$ cat src/logic/short_flag_pkg.sv
package short_flag_pkg;

	localparam int ADDR_W       = 12;
	localparam int DATA_W       = 32;
	localparam int STRB_W       = DATA_W / 8;
	localparam int CH_PER_GROUP = 3;
	localparam int NUM_GROUPS   = 4;
	localparam int NUM_FLAGS    = CH_PER_GROUP * NUM_GROUPS;

	// register indices; byte address is four times the index
	localparam logic [7:0] IDX_FLAGS_CD = 8'hA4;
	localparam logic [7:0] IDX_FLAGS_EF = 8'hA5;
	localparam logic [7:0] IDX_FLAGS_GH = 8'hA6;
	localparam logic [7:0] IDX_MASK     = 8'hB0;
	localparam logic [7:0] IDX_CTRL     = 8'hB1;
	localparam logic [7:0] IDX_SUMMARY  = 8'hB2;

	localparam logic [ADDR_W-1:0] ADDR_FLAGS_CD = {2'b00, IDX_FLAGS_CD, 2'b00};
	localparam logic [ADDR_W-1:0] ADDR_FLAGS_EF = {2'b00, IDX_FLAGS_EF, 2'b00};
	localparam logic [ADDR_W-1:0] ADDR_FLAGS_GH = {2'b00, IDX_FLAGS_GH, 2'b00};
	localparam logic [ADDR_W-1:0] ADDR_MASK     = {2'b00, IDX_MASK, 2'b00};
	localparam logic [ADDR_W-1:0] ADDR_CTRL     = {2'b00, IDX_CTRL, 2'b00};
	localparam logic [ADDR_W-1:0] ADDR_SUMMARY  = {2'b00, IDX_SUMMARY, 2'b00};

	// field positions inside one flag byte
	localparam int HI_GRP_LSB = 4;
	localparam int LO_GRP_LSB = 0;
	localparam int RSVD_HI    = 7;
	localparam int RSVD_LO    = 3;

	// flag vector layout: group c lowest
	localparam int GRP_C_LSB = 0;
	localparam int GRP_D_LSB = 3;
	localparam int GRP_E_LSB = 6;
	localparam int GRP_F_LSB = 9;

	localparam int CTRL_LATCH_BIT = 0;
	localparam int CTRL_CLEAR_BIT = 1;

	localparam logic [NUM_FLAGS-1:0] FLAGS_RESET = 12'h000;
	localparam logic [NUM_FLAGS-1:0] MASK_RESET  = 12'hFFF;
	localparam logic                 LATCH_RESET = 1'b0;
	localparam logic [7:0]           BYTE_ZERO   = 8'h00;

	typedef struct packed {
		logic [2:0] grp_f;
		logic [2:0] grp_e;
		logic [2:0] grp_d;
		logic [2:0] grp_c;
	} short_detect_t;

	typedef struct packed {
		logic [DATA_W-1:0] prdata;
		logic              pready;
		logic              pslverr;
	} apb_resp_t;

endpackage

$ cat src/logic/short_sync.sv
module short_sync #(
	parameter int WIDTH = 12
) (
	input  wire logic             clk,
	input  wire logic             rst_n,
	input  wire logic [WIDTH-1:0] async_in,
	output logic      [WIDTH-1:0] sync_out
);

	logic [WIDTH-1:0] meta_reg;
	logic [WIDTH-1:0] stage_reg;

	// the first stage feeds only the second
	for (genvar gi = 0; gi < WIDTH; gi++) begin : g_bit
		always_ff @(posedge clk or negedge rst_n) begin
			if (!rst_n) begin
				meta_reg[gi]  <= 1'b0;
				stage_reg[gi] <= 1'b0;
			end else begin
				meta_reg[gi]  <= async_in[gi];
				stage_reg[gi] <= meta_reg[gi];
			end
		end
	end

	assign sync_out = stage_reg;

endmodule

$ cat src/logic/short_led_flag_regs.sv
module short_led_flag_regs
	import short_flag_pkg::*;
(
	input  wire logic                pclk,
	input  wire logic                presetn,
	input  wire logic                psel,
	input  wire logic                penable,
	input  wire logic                pwrite,
	input  wire logic [ADDR_W-1:0]   paddr,
	input  wire logic [DATA_W-1:0]   pwdata,
	input  wire logic [STRB_W-1:0]   pstrb,
	input  wire short_detect_t       short_detect,
	output logic      [DATA_W-1:0]   prdata,
	output logic                     pready,
	output logic                     pslverr
);

	////////////////////////////////////////////////////////////////////////////////
	// declarations

	logic [NUM_FLAGS-1:0] det_bits;
	logic [NUM_FLAGS-1:0] det_live;
	logic [NUM_FLAGS-1:0] flag_reg;
	logic [NUM_FLAGS-1:0] flag_next;
	logic [NUM_FLAGS-1:0] mask_reg;
	logic [NUM_FLAGS-1:0] mask_next;
	logic                 latch_reg;
	logic                 latch_next;
	logic                 clr;
	apb_resp_t            resp_reg;
	apb_resp_t            resp_next;
	logic                 access_done;
	logic                 wr_done;
	logic                 rd_done;
	logic                 flag_addr;
	logic                 mapped;
	logic [DATA_W-1:0]    rd_word;
	logic                 rst_seen_reg;

	function automatic logic [DATA_W-1:0] pack_pair(input logic [2:0] hi, input logic [2:0] lo);
		logic [7:0] b;
		b = BYTE_ZERO;
		b[HI_GRP_LSB +: CH_PER_GROUP] = hi;
		b[LO_GRP_LSB +: CH_PER_GROUP] = lo;
		return {{(DATA_W-8){1'b0}}, b};
	endfunction

	////////////////////////////////////////////////////////////////////////////////
	// detect inputs come from analog diagnostics, hence the synchroniser

	short_sync #(
		.WIDTH (NUM_FLAGS)
	) u_sync (
		.clk      (pclk),
		.rst_n    (presetn),
		.async_in (short_detect),
		.sync_out (det_bits)
	);

	////////////////////////////////////////////////////////////////////////////////
	// bus handshake

	assign access_done = psel && penable && resp_reg.pready;
	assign wr_done     = access_done && pwrite;
	assign rd_done     = access_done && !pwrite;
	assign flag_addr   = (paddr == ADDR_FLAGS_CD) || (paddr == ADDR_FLAGS_EF) || (paddr == ADDR_FLAGS_GH);

	always_comb begin
		rd_word = '0;
		mapped  = 1'b1;
		if (paddr == ADDR_FLAGS_CD) begin
			rd_word = pack_pair(flag_reg[GRP_D_LSB +: CH_PER_GROUP],
			                    flag_reg[GRP_C_LSB +: CH_PER_GROUP]);
		end else if (paddr == ADDR_FLAGS_EF) begin
			rd_word = pack_pair(flag_reg[GRP_F_LSB +: CH_PER_GROUP],
			                    flag_reg[GRP_E_LSB +: CH_PER_GROUP]);
		end else if (paddr == ADDR_FLAGS_GH) begin
			// groups g and h are not wired into this bank
			rd_word = {{(DATA_W-8){1'b0}}, BYTE_ZERO};
		end else if (paddr == ADDR_MASK) begin
			rd_word = {{(DATA_W-NUM_FLAGS){1'b0}}, mask_reg};
		end else if (paddr == ADDR_CTRL) begin
			rd_word[CTRL_LATCH_BIT] = latch_reg;
		end else if (paddr == ADDR_SUMMARY) begin
			rd_word[0] = |flag_reg[GRP_C_LSB +: CH_PER_GROUP];
			rd_word[1] = |flag_reg[GRP_D_LSB +: CH_PER_GROUP];
			rd_word[2] = |flag_reg[GRP_E_LSB +: CH_PER_GROUP];
			rd_word[3] = |flag_reg[GRP_F_LSB +: CH_PER_GROUP];
		end else begin
			mapped = 1'b0;
		end
	end

	// one wait state: ready is registered, so every access is three cycles, setup included
	always_comb begin
		resp_next = '0;
		if (psel && penable && !resp_reg.pready) begin
			resp_next.pready  = 1'b1;
			resp_next.pslverr = !mapped;
			resp_next.prdata  = pwrite ? '0 : rd_word;
		end
	end

	always_ff @(posedge pclk or negedge presetn) begin
		if (!presetn) begin
			resp_reg <= '0;
		end else begin
			resp_reg <= resp_next;
		end
	end

	assign prdata  = resp_reg.prdata;
	assign pready  = resp_reg.pready;
	assign pslverr = resp_reg.pslverr;

	////////////////////////////////////////////////////////////////////////////////
	// software control; writes to the flag registers fall through untouched

	always_comb begin
		mask_next  = mask_reg;
		latch_next = latch_reg;
		clr        = 1'b0;
		if (wr_done && paddr == ADDR_MASK) begin
			if (pstrb[0]) begin
				mask_next[7:0] = pwdata[7:0];
			end
			if (pstrb[1]) begin
				mask_next[NUM_FLAGS-1:8] = pwdata[NUM_FLAGS-1:8];
			end
		end else if (wr_done && paddr == ADDR_CTRL && pstrb[0]) begin
			latch_next = pwdata[CTRL_LATCH_BIT];
			clr        = pwdata[CTRL_CLEAR_BIT];
		end
	end

	always_ff @(posedge pclk or negedge presetn) begin
		if (!presetn) begin
			mask_reg  <= MASK_RESET;
			latch_reg <= LATCH_RESET;
		end else begin
			mask_reg  <= mask_next;
			latch_reg <= latch_next;
		end
	end

	////////////////////////////////////////////////////////////////////////////////
	// flag state; in latch mode a detect in the clear cycle still sets the flag

	for (genvar gi = 0; gi < NUM_FLAGS; gi++) begin : g_flag
		assign det_live[gi]  = det_bits[gi] && mask_reg[gi];
		assign flag_next[gi] = latch_reg ? (det_live[gi] || (flag_reg[gi] && !clr))
		                                 : det_live[gi];
	end

	always_ff @(posedge pclk or negedge presetn) begin
		if (!presetn) begin
			flag_reg <= FLAGS_RESET;
		end else begin
			flag_reg <= flag_next;
		end
	end

	////////////////////////////////////////////////////////////////////////////////
	// checks

	always_ff @(posedge pclk or negedge presetn) begin
		if (!presetn) begin
			rst_seen_reg <= 1'b0;
		end else begin
			rst_seen_reg <= 1'b1;
		end
	end

	a_cd_high_field: assert property (@(posedge pclk) disable iff (!presetn)
		(rd_done && paddr == ADDR_FLAGS_CD) |->
		(prdata[HI_GRP_LSB +: CH_PER_GROUP] == $past(flag_reg[GRP_D_LSB +: CH_PER_GROUP])))
		else $error("cd read: group d field wrong");

	a_cd_low_field: assert property (@(posedge pclk) disable iff (!presetn)
		(rd_done && paddr == ADDR_FLAGS_CD) |->
		(prdata[LO_GRP_LSB +: CH_PER_GROUP] == $past(flag_reg[GRP_C_LSB +: CH_PER_GROUP])) && !pslverr)
		else $error("cd read: group c field wrong");

	a_ef_mapped: assert property (@(posedge pclk) disable iff (!presetn)
		(access_done && paddr == ADDR_FLAGS_EF) |-> !pslverr)
		else $error("ef register answered with error");

	a_ef_fields: assert property (@(posedge pclk) disable iff (!presetn)
		(rd_done && paddr == ADDR_FLAGS_EF) |->
		(prdata[HI_GRP_LSB +: CH_PER_GROUP] == $past(flag_reg[GRP_F_LSB +: CH_PER_GROUP])) &&
		(prdata[LO_GRP_LSB +: CH_PER_GROUP] == $past(flag_reg[GRP_E_LSB +: CH_PER_GROUP])))
		else $error("ef read: group fields wrong");

	a_detect_sets: assert property (@(posedge pclk) disable iff (!presetn)
		(det_live != '0) |=> ((flag_reg & $past(det_live)) == $past(det_live)))
		else $error("detected short not reported");

	a_live_follow: assert property (@(posedge pclk) disable iff (!presetn)
		(!latch_reg && !latch_next) |=> (flag_reg == $past(det_live)))
		else $error("live flag does not follow detect");

	a_reset_zero: assert property (@(posedge pclk) disable iff (!presetn)
		!rst_seen_reg |-> (flag_reg == FLAGS_RESET))
		else $error("flags not zero after reset");

	a_gh_zero: assert property (@(posedge pclk) disable iff (!presetn)
		(rd_done && paddr == ADDR_FLAGS_GH) |-> (prdata == '0) && !pslverr)
		else $error("gh read not zero");

	a_cd_mapped: assert property (@(posedge pclk) disable iff (!presetn)
		(access_done && paddr == ADDR_FLAGS_CD) |-> !pslverr)
		else $error("cd register answered with error");

	a_rsvd_zero: assert property (@(posedge pclk) disable iff (!presetn)
		(rd_done && flag_addr) |->
		!prdata[RSVD_HI] && !prdata[RSVD_LO] && (prdata[DATA_W-1:8] == '0))
		else $error("reserved flag bits not zero");

	a_ro_write: assert property (@(posedge pclk) disable iff (!presetn)
		(wr_done && flag_addr) |=> $stable(mask_reg) && $stable(latch_reg) && !$past(pslverr))
		else $error("write to flag register had an effect");

	a_one_wait: assert property (@(posedge pclk) disable iff (!presetn)
		(psel && penable && !pready) |=> pready)
		else $error("ready not given after one wait state");

	a_unmapped_err: assert property (@(posedge pclk) disable iff (!presetn)
		(access_done && !$past(mapped)) |-> pslverr)
		else $error("unmapped access without error");

	////////////////////////////////////////////////////////////////////////////////
	// extras: mask, latch, clear, summary and bus timing

	a_mask_write: assert property (@(posedge pclk) disable iff (!presetn)
		(wr_done && paddr == ADDR_MASK && pstrb[0] && pstrb[1]) |=>
		(mask_reg == $past(pwdata[NUM_FLAGS-1:0])))
		else $error("mask write not taken");

	a_ctrl_write: assert property (@(posedge pclk) disable iff (!presetn)
		(wr_done && paddr == ADDR_CTRL && pstrb[0]) |=> (latch_reg == $past(pwdata[CTRL_LATCH_BIT])))
		else $error("latch mode write not taken");

	a_strb_ignored: assert property (@(posedge pclk) disable iff (!presetn)
		(wr_done && paddr == ADDR_CTRL && !pstrb[0]) |=> $stable(latch_reg))
		else $error("ctrl write without strobe had an effect");

	a_latch_hold: assert property (@(posedge pclk) disable iff (!presetn)
		(latch_reg && !clr) |=> ((flag_reg & $past(flag_reg)) == $past(flag_reg)))
		else $error("latched flag lost without clear");

	// set beats clear, so a short in the clear cycle is never lost
	a_clear_drops: assert property (@(posedge pclk) disable iff (!presetn)
		(latch_reg && clr) |=> (flag_reg == $past(det_live)))
		else $error("clear did not leave only live detects");

	a_masked_quiet: assert property (@(posedge pclk) disable iff (!presetn)
		!latch_reg |=> ((flag_reg & ~$past(mask_reg)) == '0))
		else $error("masked channel flagged in live mode");

	a_mask_read: assert property (@(posedge pclk) disable iff (!presetn)
		(rd_done && paddr == ADDR_MASK) |-> (prdata == {{(DATA_W-NUM_FLAGS){1'b0}}, $past(mask_reg)}))
		else $error("mask read wrong");

	a_ctrl_read: assert property (@(posedge pclk) disable iff (!presetn)
		(rd_done && paddr == ADDR_CTRL) |->
		(prdata[DATA_W-1:1] == '0) && (prdata[CTRL_LATCH_BIT] == $past(latch_reg)))
		else $error("ctrl read wrong");

	a_summary_read: assert property (@(posedge pclk) disable iff (!presetn)
		(rd_done && paddr == ADDR_SUMMARY) |->
		(prdata[DATA_W-1:4] == '0) &&
		(prdata[0] == $past(|flag_reg[GRP_C_LSB +: CH_PER_GROUP])) &&
		(prdata[1] == $past(|flag_reg[GRP_D_LSB +: CH_PER_GROUP])) &&
		(prdata[2] == $past(|flag_reg[GRP_E_LSB +: CH_PER_GROUP])) &&
		(prdata[3] == $past(|flag_reg[GRP_F_LSB +: CH_PER_GROUP])))
		else $error("summary read wrong");

	a_ready_pulse: assert property (@(posedge pclk) disable iff (!presetn)
		pready |=> !pready)
		else $error("ready held longer than one cycle");

	a_idle_quiet: assert property (@(posedge pclk) disable iff (!presetn)
		!pready |-> (prdata == '0) && !pslverr)
		else $error("response shown outside ready cycle");

	a_wr_no_data: assert property (@(posedge pclk) disable iff (!presetn)
		wr_done |-> (prdata == '0))
		else $error("write returned read data");

	a_rd_inert: assert property (@(posedge pclk) disable iff (!presetn)
		rd_done |=> $stable(mask_reg) && $stable(latch_reg))
		else $error("read changed control state");

	a_unmapped_inert: assert property (@(posedge pclk) disable iff (!presetn)
		(wr_done && !mapped) |=> $stable(mask_reg) && $stable(latch_reg))
		else $error("unmapped write had an effect");

	a_err_only_unmapped: assert property (@(posedge pclk) disable iff (!presetn)
		(access_done && $past(mapped)) |-> !pslverr)
		else $error("mapped access answered with error");

endmodule

$ cat config.mk
export PLATFORM = sky130hd
export DESIGN_NAME = short_led_flag_regs
export DESIGN_NICKNAME = d
export VERILOG_FILES = /design/src/logic/short_flag_pkg.sv /design/src/logic/short_sync.sv /design/src/logic/short_led_flag_regs.sv
export SDC_FILE = /design/constraint.sdc
export NUM_CORES = 1
export LEC_CHECK = 0
export ABC_AREA = 1
export BUFFER_PORTS_ARGS = -buffer_cell sky130_fd_sc_hd__buf_2
export CAP_MARGIN = 20
export CORE_UTILIZATION = 49
export CTS_CLUSTER_DIAMETER = 60
export DETAILED_ROUTE_END_ITERATION = 16
export PLACE_DENSITY = 0.79
export SETUP_SLACK_MARGIN = 0.05
export SYNTH_ARGS = -nofsm -noshare
export SYNTH_HDL_FRONTEND = slang
export SYNTH_HIERARCHICAL = 1
export SYNTH_SLANG_ARGS = --single-unit
$ cat constraint.sdc
create_clock -name pclk -period 1.4 [get_ports pclk]
set_input_delay 0.21 -clock pclk [delete_from_list [all_inputs] [get_ports pclk]]
set_output_delay 0.21 -clock pclk [all_outputs]
set_load 0.1 [all_outputs]
==> metrics.md <==
| Metric | Value |
|---|---|
| R2r startpoint | `pready` |
| Final Cycle Share | `0.931` |
| Vias | `2072` |
| Combinational cell fraction of total power | `0.118` |
| R2R Path End | `prdata[7]` |
| DR iter-0 viols | `143` |
| R2R Setup Slk | `0.1 ns` |
| CP Buf/Inv Count | `1` |
| Num rows | `26` |
| Clk_skew | `0.00615 ns` |
| PwrDens | `1140 mW/mm^2` |
| Prevailing post-synth register cell | `dfrtp_1` |
| Worst r2r path cells | `6` |
| P&R area growth vs syn | `28.7%` |
| First-pass GRT wire length | `8850 um` |
| Count of different cell masters after synthesis | `26` |
| Clock slew at reported path FFs | `0.07 ns` |
| Crit start category | `flop` |
| Peak Freq | `767 MHz` |
| Vias/cell | `4.54` |
| CTS tree | `built` |
| Pin count of the biggest net entering global routing | `29` |
| Asr flop ratio synth | `1.00` |
| Worst Setup SP | `prdata[8]` |
| Setup crit end kind | `primary output` |
| DP Worst Slack | `-0.136 ns` |
| Final ANT Viol Nets | `0` |
| # DRC | `0` |
| Status | `complete, no violations` |
| Delay-heaviest family, CP | `buffers and inverters` |
| Setup crit end | `prdata[8]` |
| Sequential power share | `0.473` |
| Via count of the first global-routing pass | `2072` |
| Number of synthesized register bits | `63` |
| Fin crit period | `1.30 ns` |
| Sequential fraction of the synthesis area | `0.592` |
| CP max FO | `1` |
| Hold Path Cell Cnt | `3` |
| Drt total wl | `5220 um` |
| Htree depth | `3` |
| Max-Cap Viols | `0` |
| Final #Nets | `446` |
| Die Span Y | `76.1 um` |
| Final setup viols | `0` |
| Cell Area, Synth | `0.00269 sq mm` |
| Final Power | `0.00396 W` |
| Layout cell share with drive strength beyond 1 | `0.301` |
| GP Congestion | `0.885` |
| DRT Pass-1 Iters | `4` |
| Hold Path Class | `in -> reg` |
| Gr usage total | `0.198` |
| EDFF count, synth | `0` |
| WP data required | `1.19 ns` |
| Area share of the largest cell type after synthesis | `0.474` |
| Max rail drop VDD | `0.663 mV` |
| Initial antenna violation count | `0` |
| Antenna Cells | `0` |
| Fillers | `420` |
| Post-synth top area cell | `dfrtp_1` |
| RSZ-0062 raised after global routing | `yes` |
| Root Driver | `clkbuf_8` |
| Largest cells by area after synthesis | `dfrtp_1 (47%), dfstp_2 (12%), nand2_1 (11%), buf_4 (5.9%), inv_1 (5.7%)` |
| Cells along the critical path | `buf_2` |
| Slew Limit Fails | `0` |
| Worst skew pair latency | `0.33 ns` |
| Fin. Hold Viols | `0` |
| Clk pwr share | `0.409` |
| Worst EP arrival | `1.09 ns` |
| Worst Slack Setup Final | `0.0962 ns` |
| Worst Setup Path Type | `reg -> out` |
| Switching share of power | `0.259` |
| Leak | `1.93 nW` |
| Initial Utilization | `0.517` |
| Area of the core | `0.00520 sq mm` |
| DIE WIDTH | `76.1 um` |
| Num CTS Buffers | `9` |
| Switching pwr | `0.00103 W` |
| # clock sinks | `63` |
| Top Ports | `99` |
| CTS max path bufs | `2` |
| Die area | `0.00579 sq mm` |
| Avg WL per Cell | `11.4 um` |
| Worst path depth | `1` |
| IO Port Bufs | `56` |
| Synthesized area per cell | `9.31 sq um` |
| Detailed placement HPWL | `3750 um` |
| Worst path slowest cell | `buf_2` |
| Mapped Cells | `289` |
| Grt ovf | `0` |
| Int Pwr | `0.00293 W` |
| CP max stage delay | `0.43 ns` |
| Ys Warns | `6` |
cell families (layout without fill, tap and decap cells):
kind of cell	after synthesis	in the layout	share of synthesized area
other	1	20	0.00139
AOI/OAI and AO/OA	31	31	0.0595
DFF	63	63	0.592
buffers and inverters	66	144	0.130
and+or+nand+nor	128	128	0.218
how the worst min path moves through the flow:
stage                     startpoint                 end  slack, ns
final                      pwdata[4]         mask_reg[4]       0.09
after CTS                  pwdata[4]         mask_reg[4]       0.07
after global placement       presetn  u_sync/meta_reg[1]       0.18
after detailed placement     presetn  u_sync/meta_reg[1]       0.18
after floorplan              presetn         flag_reg[0]      -0.09
after global routing       pwdata[0]         mask_reg[0]       0.10
cells in the final DEF, fill, tap and decap left out, types with 4 or more instances in the layout:
| cell type | instances |
|---|---|
| dfrtp_1 | 50 |
| conb_1 | 20 |
| nor2_1 | 18 |
| dlygate4sd3_1 | 13 |
| dfstp_2 | 12 |
| nand3_1 | 8 |
| o21ai_0 | 18 |
| inv_1 | 41 |
| nand2_1 | 77 |
| nor3_1 | 7 |
| buf_4 | 16 |
| clkbuf_8 | 12 |
| buf_2 | 55 |
| nor2_2 | 4 |
| o21ai_1 | 7 |
synth_stat cells (2+ instances only):
library cell / n
a21oi_1: 3
nand2_1: 77
dfstp_2: 12
nor3_1: 9
nor2_2: 2
buf_6: 3
nor3_4: 2
buf_4: 21
inv_1: 41
nand2_2: 2
nand3b_1: 2
o21ai_0: 25
nor2_1: 20
dfrtp_1: 51
nand3_1: 8
area by class of cell:
class,instances,area (sq um),area share
flip-flops and latches,63,1600,0.461
multi-input cells,179,841,0.243
repair buffers,87,577,0.167
clock buffers,13,169,0.0488
inverters,41,154,0.0444
well taps,70,87.6,0.0253
clock inverters,3,40.0,0.0116
power by group through the flow:
stage | combinational, W | clock, W | sequential [W]
2_1_floorplan | 0.000320 | 0 | 0.00193
3_3_place_gp | 0.000430 | 0 | 0.00190
3_5_place_dp | 0.000436 | 0 | 0.00190
4_1_cts | 0.000465 | 0.00164 | 0.00187
5_1_grt | 0.000493 | 0.00171 | 0.00187
6_report | 0.000465 | 0.00162 | 0.00187
metrics by stage:
stage | hold slack, ns | util | instance area (sq um) | instances | setup TNS (ns)
5_1_grt | 0.100 | 0.665 | 3460 | 456 | 0
4_1_cts | 0.0702 | 0.660 | 3430 | 455 | 0
6_report | 0.0873 | 0.665 | 3460 | 456 | 0
2_1_floorplan | -0.0856 | - | 2770 | 308 | -3.34
3_3_place_gp | 0.180 | 0.594 | 3090 | 426 | -0.958
3_5_place_dp | 0.184 | 0.594 | 3090 | 426 | -1.91
routing by layer:
metal | global-route usage | vias up | part of all wire
met5 | 0 | - | 0
met4 | 0.0942 | 0 | 0.017
met3 | 0.0599 | 10 | 0.076
met2 | 0.328 | 88 | 0.48
met1 | 0.236 | 937 | 0.43
li1 | - | 1037 | -
worst register-to-register path, stage by stage, from the launching register on:
cell,delay (ns)
dfrtp_4,0.49
nor2_2,0.13
inv_1,0.06
nor2_2,0.11
nand2_1,0.11
buf_4,0.17
nor3_1,0.15
timing repair:
item                                   in CTS  in global routing
cloned                                      0                  0
setup endpoints to repair                   1                 22
pin swaps                                   0                  2
buffers inserted                            0                  1
gates resized for setup                     1                  5
endpoints found under the hold margin      26                  0
hold buffers                               13                  0
No activity file was read; power rests on OpenSTA's default activity.
